`src/include/evt_map.vh`:
```
// Register offsets, bit positions and timing counts for the event block
`ifndef EVT_MAP_VH
`define EVT_MAP_VH

// Register addresses on the management path
`define EVT_STATUS_ADDR      8'hAE
`define EVT_MASK_ADDR        8'hAF

// Event bit positions
`define EVT_BIT_SPEED        0
`define EVT_BIT_SOURCE_ADDR_CHANGE_FLAG    1
`define EVT_BIT_FALSE_CAR    2
`define EVT_BIT_PARTITION    3
`define EVT_BIT_ISOLATE      4
`define EVT_BIT_JABBER       5
`define EVT_BIT_FAR_FAULT    7

// Implemented bits; 31:8 and 6 read as zero
`define EVT_IMPL_MASK        32'h0000_00BF
`define EVT_RESET_VALUE      32'h0000_0000

// Limits in bit times and events
`define JAB_100_BITS         57500
`define JAB_10_BITS          40000
`define JAB_10_MAX_BITS      75000
`define ISO_FALSE_LIMIT      2
`define PART_100_LIMIT       60
`define PART_10_LIMIT        32
`define FAR_FLP_LIMIT        3

// Minimum idle gap, in bit times
`define IFG_BITS             96

`endif

```
`src/verilog/repeater_event_status_mask.v`:
```
// Repeater event detection with sticky status and mask registers
//
// Functional notes
// RULE_01: Clear-mode zero: status read returns data, then clears all bits.
// RULE_02: With clear-mode one, reads keep bits; writing one clears that bit.
// RULE_03: Mask: one bit per event; zero passes, one masks; resets to zero.
// RULE_04: Status captures each event, holds it until cleared; resets zero.
// RULE_05: Bit 7 sets on received fault code or three remote-fault bursts.
// RULE_06: Bit 7 sets on local PLL/signal loss or sending remote-fault bursts.
// RULE_07: Bit 5 sets at 100 Mbps when a receiver is active over 57,500 bits.
// RULE_08: At 100 Mbps jabber ends only when all receivers are idle.
// RULE_09: At 10 Mbps jabber when a port transmits beyond 40,000..75,000 bits.
// RULE_10: 10 Mbps jabber forces an idle of at least the interframe gap.
// RULE_11: At 100 Mbps, isolate on over two false carriers in a row; bit 4.
// RULE_12: A packet not starting with the J/K pair counts as a false carrier.
// RULE_13: At 100 Mbps, partition after over 60 collisions in a row; bit 3.
// RULE_14: At 10 Mbps, partition after over 32 collisions in a row; bit 3.
// RULE_15: Partitioned ports stay monitored and fed; receive is not repeated.
// RULE_16: Bit 2 sets when a port received too many false carriers.
// RULE_17: Bit 1 sets when a source address differs from the tracked address.
// RULE_18: Bit 0 sets on any port speed change.
// RULE_19: Bits 31:8 and 6 are written as zero and read back as zero.
// RULE_20: Interrupt output high while any unmasked status bit is set.
// RULE_21: An event in the same cycle as its clear keeps the bit set.
`timescale 1ns/1ps
`default_nettype none
`include "evt_map.vh"

module repeater_event_status_mask #(
  parameter NPORT = 5,                        // Number of ports
  parameter JAB100 = `JAB_100_BITS,           // 100 Mbps jabber, bit times
  parameter JAB10  = `JAB_10_BITS,            // 10 Mbps jabber, bit times
  parameter INTERFRAME_GAP    = `IFG_BITS                // Forced idle, bit times
) (
  input  wire             mclk_i,             // 125 MHz clock
  input  wire             sys_rst_i,          // Synchronous reset, high
  input  wire             clr_mode_i,         // Clear mode: 0 read, 1 W1C
  input  wire [7:0]       reg_addr_i,         // Register address
  input  wire             reg_rd_i,           // Read strobe, one cycle
  input  wire             reg_wr_i,           // Write strobe, one cycle
  input  wire [31:0]      reg_wdata_i,        // Write data
  output reg  [31:0]      reg_rdata_o,        // Read data, next cycle
  input  wire             speed100_i,         // Repeater runs at 100 Mbps
  input  wire             bit_tick_i,         // One pulse per bit time
  input  wire [NPORT-1:0] rx_active_i,        // Receiver carrier per port
  input  wire [NPORT-1:0] tx_active_i,        // Transmitter active per port
  input  wire [NPORT-1:0] pkt_start_i,        // Start of received packet
  input  wire [NPORT-1:0] jk_ok_i,            // Start had J then K pair
  input  wire [NPORT-1:0] coll_end_i,         // Collision at end of packet
  input  wire [NPORT-1:0] clean_end_i,        // Packet ended without collision
  input  wire [NPORT-1:0] fiber_rf_code_i,    // Fiber got remote fault code
  input  wire [NPORT-1:0] flp_rf_rx_i,        // Burst received with RF bit
  input  wire [NPORT-1:0] flp_rx_i,           // Any burst received
  input  wire [NPORT-1:0] fiber_lost_i,       // PLL unlock or no signal
  input  wire [NPORT-1:0] flp_rf_tx_i,        // Sending bursts with RF bit
  input  wire [NPORT-1:0] excess_false_car_i, // Excess false carrier seen
  input  wire [NPORT-1:0] source_addr_change_flag_i,        // Address differs from tracked
  input  wire [NPORT-1:0] speed_change_i,     // Port speed changed
  output reg              jabber_o,           // Jabber state
  output reg              force_idle_o,       // Forced idle gap active
  output reg  [NPORT-1:0] isolated_o,         // Port isolated
  output reg  [NPORT-1:0] partitioned_o,      // Port partitioned
  output wire [NPORT-1:0] rx_repeat_o,        // Receive may be repeated
  output wire             irq_o               // Unmasked event pending
);

  // ************************************************************
  // Local state
  // ************************************************************
  reg  [31:0] event_status;
  reg  [31:0] event_mask;
  reg  [16:0] jab_cnt;
  reg  [16:0] ifg_cnt;
  // Run counters per port
  reg  [1:0]  false_run  [0:NPORT-1];
  reg  [6:0]  coll_run   [0:NPORT-1];
  reg  [1:0]  flp_run    [0:NPORT-1];
  reg  [NPORT-1:0] far_hit;
  reg  [NPORT-1:0] next_iso;
  reg  [NPORT-1:0] next_part;
  reg  [31:0] events;
  reg  [31:0] clr;
  reg  [31:0] next_status;
  wire [6:0]  part_lim;
  wire        jab_busy;
  wire        jab_set;
  // Register bus decodes
  wire        st_rd;
  wire        st_wr;
  wire        mk_rd;
  wire        mk_wr;
  reg  [31:0] next_rdata;
  integer     i;
  integer     j;

  // Saturating increment for small counters
  function [6:0] sat_inc;
    input [6:0] v;
    begin
      sat_inc = (v == 7'h7F) ? v : v + 7'h01;
    end
  endfunction

  // Saturating increment for two-bit run counters
  function [1:0] sat_inc2;
    input [1:0] v;
    begin
      sat_inc2 = (v == 2'b11) ? v : v + 2'b01;
    end
  endfunction

  // Register address match on the management path
  function addr_hit;
    input [7:0] a;
    input [7:0] target;
    begin
      addr_hit = (a == target);
    end
  endfunction

  // ************************************************************
  // Jabber detection
  // ************************************************************
  // Collision limit and jabber trigger for the current speed
  assign part_lim = speed100_i ? 7'd`PART_100_LIMIT : 7'd`PART_10_LIMIT;
  assign jab_busy = speed100_i ? |rx_active_i : |tx_active_i;
  assign jab_set  = jab_busy && bit_tick_i &&
                    (jab_cnt == (speed100_i ? JAB100 : JAB10)); // [RULE_07]

  // Bit-time counter, jabber state and forced idle gap
  always @(posedge mclk_i)
  begin
    if (sys_rst_i)
    begin
      jab_cnt      <= 17'h00000;
      ifg_cnt      <= 17'h00000;
      jabber_o     <= 1'b0;
      force_idle_o <= 1'b0;
    end
    else
    begin
      if (!jab_busy)
        jab_cnt <= 17'h00000;
      else if (bit_tick_i && !jab_set)
        jab_cnt <= jab_cnt + 17'h00001;
      if (jab_set)
        jabber_o <= 1'b1;                     // [RULE_07] [RULE_09]
      else if (speed100_i && !(|rx_active_i))
        jabber_o <= 1'b0;                     // [RULE_08]
      else if (!speed100_i && !force_idle_o && ifg_cnt == INTERFRAME_GAP)
        jabber_o <= 1'b0;
      // Idle gap while 10 Mbps jabber holds
      if (jab_set && !speed100_i)
      begin
        force_idle_o <= 1'b1;                 // [RULE_10]
        ifg_cnt      <= 17'h00000;
      end
      else if (force_idle_o && bit_tick_i)
      begin
        if (ifg_cnt == INTERFRAME_GAP - 1)
          force_idle_o <= 1'b0;               // [RULE_10]
        ifg_cnt <= ifg_cnt + 17'h00001;
      end
    end
  end

  // ************************************************************
  // Per-port isolation, partition and far-end fault
  // ************************************************************
  always @(posedge mclk_i)
  begin
    if (sys_rst_i)
    begin
      isolated_o    <= {NPORT{1'b0}};
      partitioned_o <= {NPORT{1'b0}};
      far_hit       <= {NPORT{1'b0}};
      for (i = 0; i < NPORT; i = i + 1)
      begin
        false_run[i] <= 2'b00;
        coll_run[i]  <= 7'h00;
        flp_run[i]   <= 2'b00;
      end
    end
    else
    begin
      isolated_o    <= next_iso;
      partitioned_o <= next_part;
      for (i = 0; i < NPORT; i = i + 1)
      begin
        // Packet start without J/K is a false carrier
        if (pkt_start_i[i] && !jk_ok_i[i])    // [RULE_12]
          false_run[i] <= sat_inc2(false_run[i]);
        else if (pkt_start_i[i])
          false_run[i] <= 2'b00;
        // Consecutive collision run
        if (coll_end_i[i])
          coll_run[i] <= sat_inc(coll_run[i]);
        else if (clean_end_i[i])
          coll_run[i] <= 7'h00;
        // Consecutive remote-fault bursts
        if (flp_rf_rx_i[i])
          flp_run[i] <= sat_inc2(flp_run[i]);
        else if (flp_rx_i[i])
          flp_run[i] <= 2'b00;
        far_hit[i] <= fiber_rf_code_i[i] || fiber_lost_i[i] ||
                      flp_rf_tx_i[i] ||
                      (flp_run[i] >= `FAR_FLP_LIMIT - 1 &&
                       flp_rf_rx_i[i]);       // [RULE_05] [RULE_06]
      end
    end
  end

  // Next isolation and partition per port
  always @*
  begin
    next_iso  = isolated_o;
    next_part = partitioned_o;
    for (j = 0; j < NPORT; j = j + 1)
    begin
      // A good start ends isolation even with a full run count
      if (pkt_start_i[j] && jk_ok_i[j])
        next_iso[j] = 1'b0;                   // [RULE_11]
      else if (speed100_i && false_run[j] > `ISO_FALSE_LIMIT)
        next_iso[j] = 1'b1;                   // [RULE_11]
      // A clean end releases before the stale run count is seen
      if (clean_end_i[j] && !tx_active_i[j])
        next_part[j] = 1'b0;                  // [RULE_15]
      else if (coll_run[j] > part_lim)
        next_part[j] = 1'b1;                  // [RULE_13] [RULE_14]
    end
  end

  // Partitioned ports stay monitored, receive is blocked
  assign rx_repeat_o = ~partitioned_o & ~isolated_o; // [RULE_15]

  // ************************************************************
  // Register bus decode
  // ************************************************************
  // Status and mask access strobes
  assign st_rd = reg_rd_i && addr_hit(reg_addr_i, `EVT_STATUS_ADDR);
  assign st_wr = reg_wr_i && addr_hit(reg_addr_i, `EVT_STATUS_ADDR);
  assign mk_rd = reg_rd_i && addr_hit(reg_addr_i, `EVT_MASK_ADDR);
  assign mk_wr = reg_wr_i && addr_hit(reg_addr_i, `EVT_MASK_ADDR);

  // ************************************************************
  // Status and mask registers
  // ************************************************************
  // Event inputs placed at their status bit positions
  always @*
  begin
    events = 32'h0000_0000;
    events[`EVT_BIT_FAR_FAULT] = |far_hit;                    // [RULE_05]
    events[`EVT_BIT_JABBER]    = jabber_o;                    // [RULE_07]
    events[`EVT_BIT_ISOLATE]   = |(next_iso & ~isolated_o);   // [RULE_11]
    events[`EVT_BIT_PARTITION] = |(next_part & ~partitioned_o); // [RULE_13]
    events[`EVT_BIT_FALSE_CAR] = |excess_false_car_i;         // [RULE_16]
    events[`EVT_BIT_SOURCE_ADDR_CHANGE_FLAG] = |source_addr_change_flag_i;                // [RULE_17]
    events[`EVT_BIT_SPEED]     = |speed_change_i;             // [RULE_18]
    // Set beats clear in the same cycle
    next_status = ((event_status & ~clr) | events)
                  & `EVT_IMPL_MASK;           // [RULE_04] [RULE_21] [RULE_19]
  end

  // Clear source: whole register on read, or the written ones
  always @*
  begin
    clr = 32'h0000_0000;
    if (st_rd && !clr_mode_i)
      clr = 32'hFFFF_FFFF;                    // [RULE_01]
    else if (st_wr && clr_mode_i)
      clr = reg_wdata_i;                      // [RULE_02]
  end

  // Read data select, held between reads
  always @*
  begin
    next_rdata = reg_rdata_o;
    if (st_rd)
      next_rdata = event_status;              // [RULE_01] [RULE_02]
    else if (mk_rd)
      next_rdata = event_mask;                // [RULE_03]
    else if (reg_rd_i)
      next_rdata = 32'h0000_0000;             // [RULE_19]
  end

  // Register update and read data
  always @(posedge mclk_i)
  begin
    if (sys_rst_i)
    begin
      event_status <= `EVT_RESET_VALUE;       // [RULE_04]
      event_mask   <= `EVT_RESET_VALUE;       // [RULE_03]
      reg_rdata_o  <= 32'h0000_0000;
    end
    else
    begin
      event_status <= next_status;
      if (mk_wr)
        event_mask <= reg_wdata_i & `EVT_IMPL_MASK; // [RULE_03] [RULE_19]
      reg_rdata_o  <= next_rdata;
    end
  end

  // Interrupt request from unmasked status
  assign irq_o = |(event_status & ~event_mask); // [RULE_20]

endmodule
`default_nettype wire

```
`config.mk`:
```
export PLATFORM = sky130hd
export DESIGN_NAME = repeater_event_status_mask
export DESIGN_NICKNAME = d
export VERILOG_FILES = /design/src/verilog/repeater_event_status_mask.v
export VERILOG_INCLUDE_DIRS = /design/src /design/src/include
export SDC_FILE = /design/constraint.sdc
export NUM_CORES = 1
export LEC_CHECK = 0
export CELL_PAD_IN_SITES_DETAIL_PLACEMENT = 1
export CELL_PAD_IN_SITES_GLOBAL_PLACEMENT = 1
export CORE_UTILIZATION = 30
export DETAILED_ROUTE_END_ITERATION = 7
export DONT_BUFFER_PORTS = 1
export GPL_TIMING_DRIVEN = 0
export PLACE_DENSITY = 0.51
export SETUP_SLACK_MARGIN = 0.4
export SLEW_MARGIN = 30
export SYNTH_ARGS = -nofsm -noshare
export SYNTH_HDL_FRONTEND = slang
export SYNTH_SLANG_ARGS = --single-unit
```
`constraint.sdc`:
```
create_clock -name mclk_i -period 3.96 [get_ports mclk_i]
set_input_delay 0.396 -clock mclk_i [delete_from_list [all_inputs] [get_ports mclk_i]]
set_output_delay 0.396 -clock mclk_i [all_outputs]
set_load 0.01 [all_outputs]
```
After elaboration in Yosys (flattened, before gate mapping)
Memory sizes are Yosys's and may differ from the RTL's.
Cells that the tools add are included.
- register bits after elaboration: 97
- memory bits (writable): 55
- input port bits: 117
- output and inout bits: 50
- logic and storage cells: 377
- memories kept: 3
- memory list (memory ; depth ; bits a word ; rd ports ; clocked after Yosys merged registers in ; wr ports ; RTL line ; text):
    coll_run ; 5 ; 7 ; 5 ; 0 ; 5 ; repeater_event_status_mask.v:76 ; reg [6:0] coll_run [0:NPORT-1];
    false_run ; 5 ; 2 ; 5 ; 0 ; 5 ; repeater_event_status_mask.v:75 ; reg [1:0] false_run [0:NPORT-1];
    flp_run ; 5 ; 2 ; 5 ; 0 ; 5 ; repeater_event_status_mask.v:77 ; reg [1:0] flp_run [0:NPORT-1];
- add/subtract/negate cells: 17
- order comparisons: 15
- equality and inequality tests: 20
- mux-type cells: 186
- bitwise logic cells: 41
- reduce and logical (&&, ||, !) cells: 85
- operators by type and width (kind ; count):
    $mux 1 ; 134
    $mux 7 ; 15
    $mux 32 ; 3
    $mux 2 ; 30
    $reduce_or 5->1 ; 8
    $logic_and 1x1->1 ; 39
    $add 7x1->7 const B ; 5
    $eq 7x7->1 const B ; 5
    $gt 7x6->1 ; 5
    $add 17x1->17 const B ; 2
    $eq 17x7->1 const B ; 2
    $and 8x32->32 ; 1
    $not 8->32 ; 1
    $reduce_or 32->1 ; 1
    $or 1x1->1 ; 30
    $add 2x1->2 const B ; 10
    $eq 2x2->1 const B ; 10
    $eq 17x16->1 ; 1
    $eq 8x8->1 const B ; 2
    $mux 8 ; 2
    $and 5x5->5 ; 3
    $logic_not 1->1 ; 15
    $logic_or 1x1->1 ; 15
    $mux 15 ; 1
    12 further kinds ; 24

Depth between registers and ports, before layout
- word-level depth: 8
- depth in mapped cells: 8
- depth with buffers taken out: 7

Worst setup path before layout
Ideal clock, no wire load.
- path kind: input-to-reg
- start: input speed100_i
- end: register ifg_cnt[4]
- data arrival time: 2.217 ns
- required time: 3.841 ns
- slack: 1.624 ns
- stages: 7
- path buffers: 2
- cells stage by stage: buf_6 > or4b_1 > o22a_1 > or4_4 > o21ai_4 > buf_12 > nor2_4
- cells in the longest elaborated chain, start to end: 5
- RTL lines (item ; RTL line ; text):
    start: declaration ; repeater_event_status_mask.v:43 ; input wire speed100_i,
    $mux 15 / $mux 1 (equally long branches) ; repeater_event_status_mask.v:128, repeater_event_status_mask.v:126 ;
    $eq 17x16->1 / $logic_and 1x1->1 (equally long branches) ; repeater_event_status_mask.v:128, repeater_event_status_mask.v:127 ;
    $logic_and 1x1->1 ; repeater_event_status_mask.v:127 ; assign jab_set = jab_busy && bit_tick_i &&
    $logic_and 1x1->1 * ; repeater_event_status_mask.v:153 ; if (jab_set && !speed100_i)
    $reduce_or 2->1 (no line) * ; -- ;
    end signal: assignment ; repeater_event_status_mask.v:162 ; ifg_cnt <= ifg_cnt + 17'h00001;
    end: declaration ; repeater_event_status_mask.v:73 ; reg [16:0] ifg_cnt;
Every way passes the cells marked *; elsewhere a longest branch is shown, timed or not.
A chain may end at the register's enable or synchronous reset.

Final worst setup path
- start: register jab_cnt[4]
- end: register ifg_cnt[4]
- cells in the longest elaborated chain, start to end: 4
- RTL lines (item ; RTL line ; text):
    start: declaration ; repeater_event_status_mask.v:72 ; reg [16:0] jab_cnt;
    start signal: assignment ; repeater_event_status_mask.v:145 ; jab_cnt <= jab_cnt + 17'h00001;
    $eq 17x16->1 ; repeater_event_status_mask.v:128 ; (jab_cnt == (speed100_i ? JAB100 : JAB10));
    $logic_and 1x1->1 ; repeater_event_status_mask.v:127 ;
    $logic_and 1x1->1 ; repeater_event_status_mask.v:153 ;
    $reduce_or 2->1 (no line) ; -- ;
No other way between the ends.

==> metrics <==
status finished, final reports clean; EDFF count, synth 44; placed insts 1127; total CTS buffers 17; asr flop ratio synth 0; largest family of logic cells by synthesized area simple AND/OR/NAND/NOR gates; CTS tree yes; Max Cap Violations 0; WP data arrival 2780 ps; antenna violations before repair 0; Worst-Margin Slew 941 ps; vias in the first global route 6044; Final Slew Violations 0; ANT nets after route 0; WP data required 4270 ps; Clk pwr share 0.466; Synth Area in Adders 0.0776; Die Area 24300 µm²; first-pass GRT wire length 33500 µm; crit path max fanout 10; xor and xnor area share after synthesis 0.0506; area growth from synthesis to layout 15.5%; CTS root buf clkbuf_16; RSZ-0062 raised after global routing no; standby leakage power 3.15 nW; row count 55; I/O pin total 167; Total Routed Length 21200 µm; Logic pwr share 0.096; Sequential Power Share 0.439; Worst setup SP type flop; slowest cell on the critical path or4_4; Post-Syn Area 7100 µm²; fmax 404 MHz; Yosys cell types 68; Clock Path Buffers 2; Pwr Density 417 nW/µm²; Crit. End Element flop; Fin Hold WS 77.0 ps; post_cts resized 0; simple-gate share of the synthesized area 0.248; Int Power 2.58 mW; Tightest Hold Check Type input port to flop; Setup Crit Path Kind flop to flop; Core Footprint 22900 µm²; Max rail drop VDD 0.000261 V; Setup TNS 0 ps; Overall Power 3.42 mW; share of the yosys chip area belonging to registers 0.420; max_slew headroom 0.368; delay-heaviest family, CP simple AND/OR/NAND/NOR gates; diode count 0; pin count of the biggest net entering global routing 17; Pre-antenna DRT Iters 7; die height 156 µm; Fin. Hold Viols 0; DP Worst Slack 1160 ps; fin cells 1158; cts hold-fix bufs 0; post-CTS setup buffer count 0; GPL Wtd Cong 0.815; Post-Route Utilization 0.358; dpl cell area 7580 µm²; Final HPWL DP 16300 µm; max incr delay on CP 570 ps; Period Utilization, post-route 0.626; Final Setup Violations 0; average wire per standard cell 18.3 µm; Skew-Pair Late Insertion Delay 420 ps; drt drc 0; via count 5876; buffer and inverter count on the worst path 2; PnR worst setup slack 1480 ps; nets@finish 994; Top FF cell, synth dfxtp_1; Avg Cell Area, Syn 8.98 µm²; layout cells sized above 1 0.0959; Worst Skew 16.7 ps; Die X 156 µm; mux contribution to synthesized area 0.0173; Total GRT Usage 0.182; fin area 8190 µm²; clock sink total 127; vias per inst 5.07; CTS H-tree lvls 4; DRT iter0 DRCs 295; number of port buffers 0; yosys warns 0; post-synthesis compound-gate area fraction 0.116; flip-flop and latch count after synthesis 127; Mapped Cells 790; Initial Util 0.310; grt ovf 0; switching part of the total 0.245; CP cell instances buf_6 -> or4b_1 -> o22a_1 -> or4_4 -> o21ai_4 -> buf_12 -> nor2_4; fin crit period 2480 ps; switching pwr 838 µW; CTS clk-pin slew, worst paths 60 ps
-- layer usage --
layer,GRT usage,wire length (µm),vias to the layer above
met4,0.0509,246,0
li1,-,-,2852
met2,0.311,10700,99
met3,0.0517,1130,12
met1,0.220,9070,2913
met5,0,0,-
-- cells in the final DEF (no fill, tap or decap), drive strengths merged, types with 27 or more instances in the layout --
cell	n
nor2	111
o21ai	27
nand3	41
clkbuf	42
a21oi	31
dfxtp	83
inv	52
edfxtp	44
buf	32
ha	44
nand2	67
nor3	37
-- cells by family after synthesis --
family                   count (synthesis)
AO/OA/AOI/OAI                          119
XOR/XNOR                                41
adder cells (fa/ha/maj)                 44
buffers and inverters                   97
flip-flops                             127
multiplexers                            12
other                                    1
AND/OR/NAND/NOR                        349
-- sequential cells by signal, indices dropped and copies added, names as in the netlist, 7 cells and up --
register / flops
coll_run: 35
event_status: 7
flp_run: 10
reg_rdata_o: 7
jab_cnt: 17
ifg_cnt: 17
event_mask: 7
false_run: 10
-- Yosys cell counts, types with 4 or more instances --
cell,instances,area share
inv_1,52,0.028
nand3_1,41,0.029
a222oi_1,8,0.011
nor2b_1,13,0.011
ha_1,44,0.078
nor3_1,37,0.026
a31oi_1,9,0.0079
nand2_1,67,0.035
a221oi_1,4,0.0049
nor4_1,9,0.0079
xnor2_1,23,0.028
nand2b_1,8,0.0071
nor2_4,10,0.016
clkbuf_1,13,0.0069
a211oi_1,7,0.0074
and3_1,20,0.018
o21ai_0,24,0.017
nand4_1,18,0.016
and2_1,5,0.0044
buf_4,25,0.026
a21oi_1,31,0.022
xor2_1,18,0.022
nor2_1,101,0.053
dfxtp_1,83,0.23
mux2i_1,10,0.014
edfxtp_1,44,0.19
-- area by class of cell --
type,instances,area (µm²)
plain buffers,45,295
clock buffers,29,596
clock inverters,2,10.0
fillers,2692,14700
inverters,52,195
multi-input cells,590,3720
flip-flops and latches,127,2980
well taps,313,392
-- power groups by stage --
stage	combinational (mW)	sequential, mW	clock (mW)
2_1_floorplan	0.246	1.50	0
3_3_place_gp	0.315	1.52	0
3_5_place_dp	0.331	1.53	0
4_1_cts	0.333	1.50	1.64
5_1_grt	0.377	1.51	1.68
6_report	0.327	1.50	1.59
-- worst reg2reg max path: stages (launching register included) --
cell	delay (ps)
dfxtp_1	310
buf_6	130
or4b_1	510
o22a_1	250
or4_4	570
o21ai_4	310
buf_12	230
nor2_4	60
-- final timing paths --
check / cells after the start / start / slack, ps / endpoint
max reg2reg: 7 / jab_cnt[4] / 1480 / ifg_cnt[4]
min: 1 / pkt_start_i[0] / 80 / isolated_o[0]
min reg2reg: 2 / jab_cnt[12] / 480 / jab_cnt[12]
max: 7 / jab_cnt[4] / 1480 / ifg_cnt[4]
(Power assumes the default switching activity.)
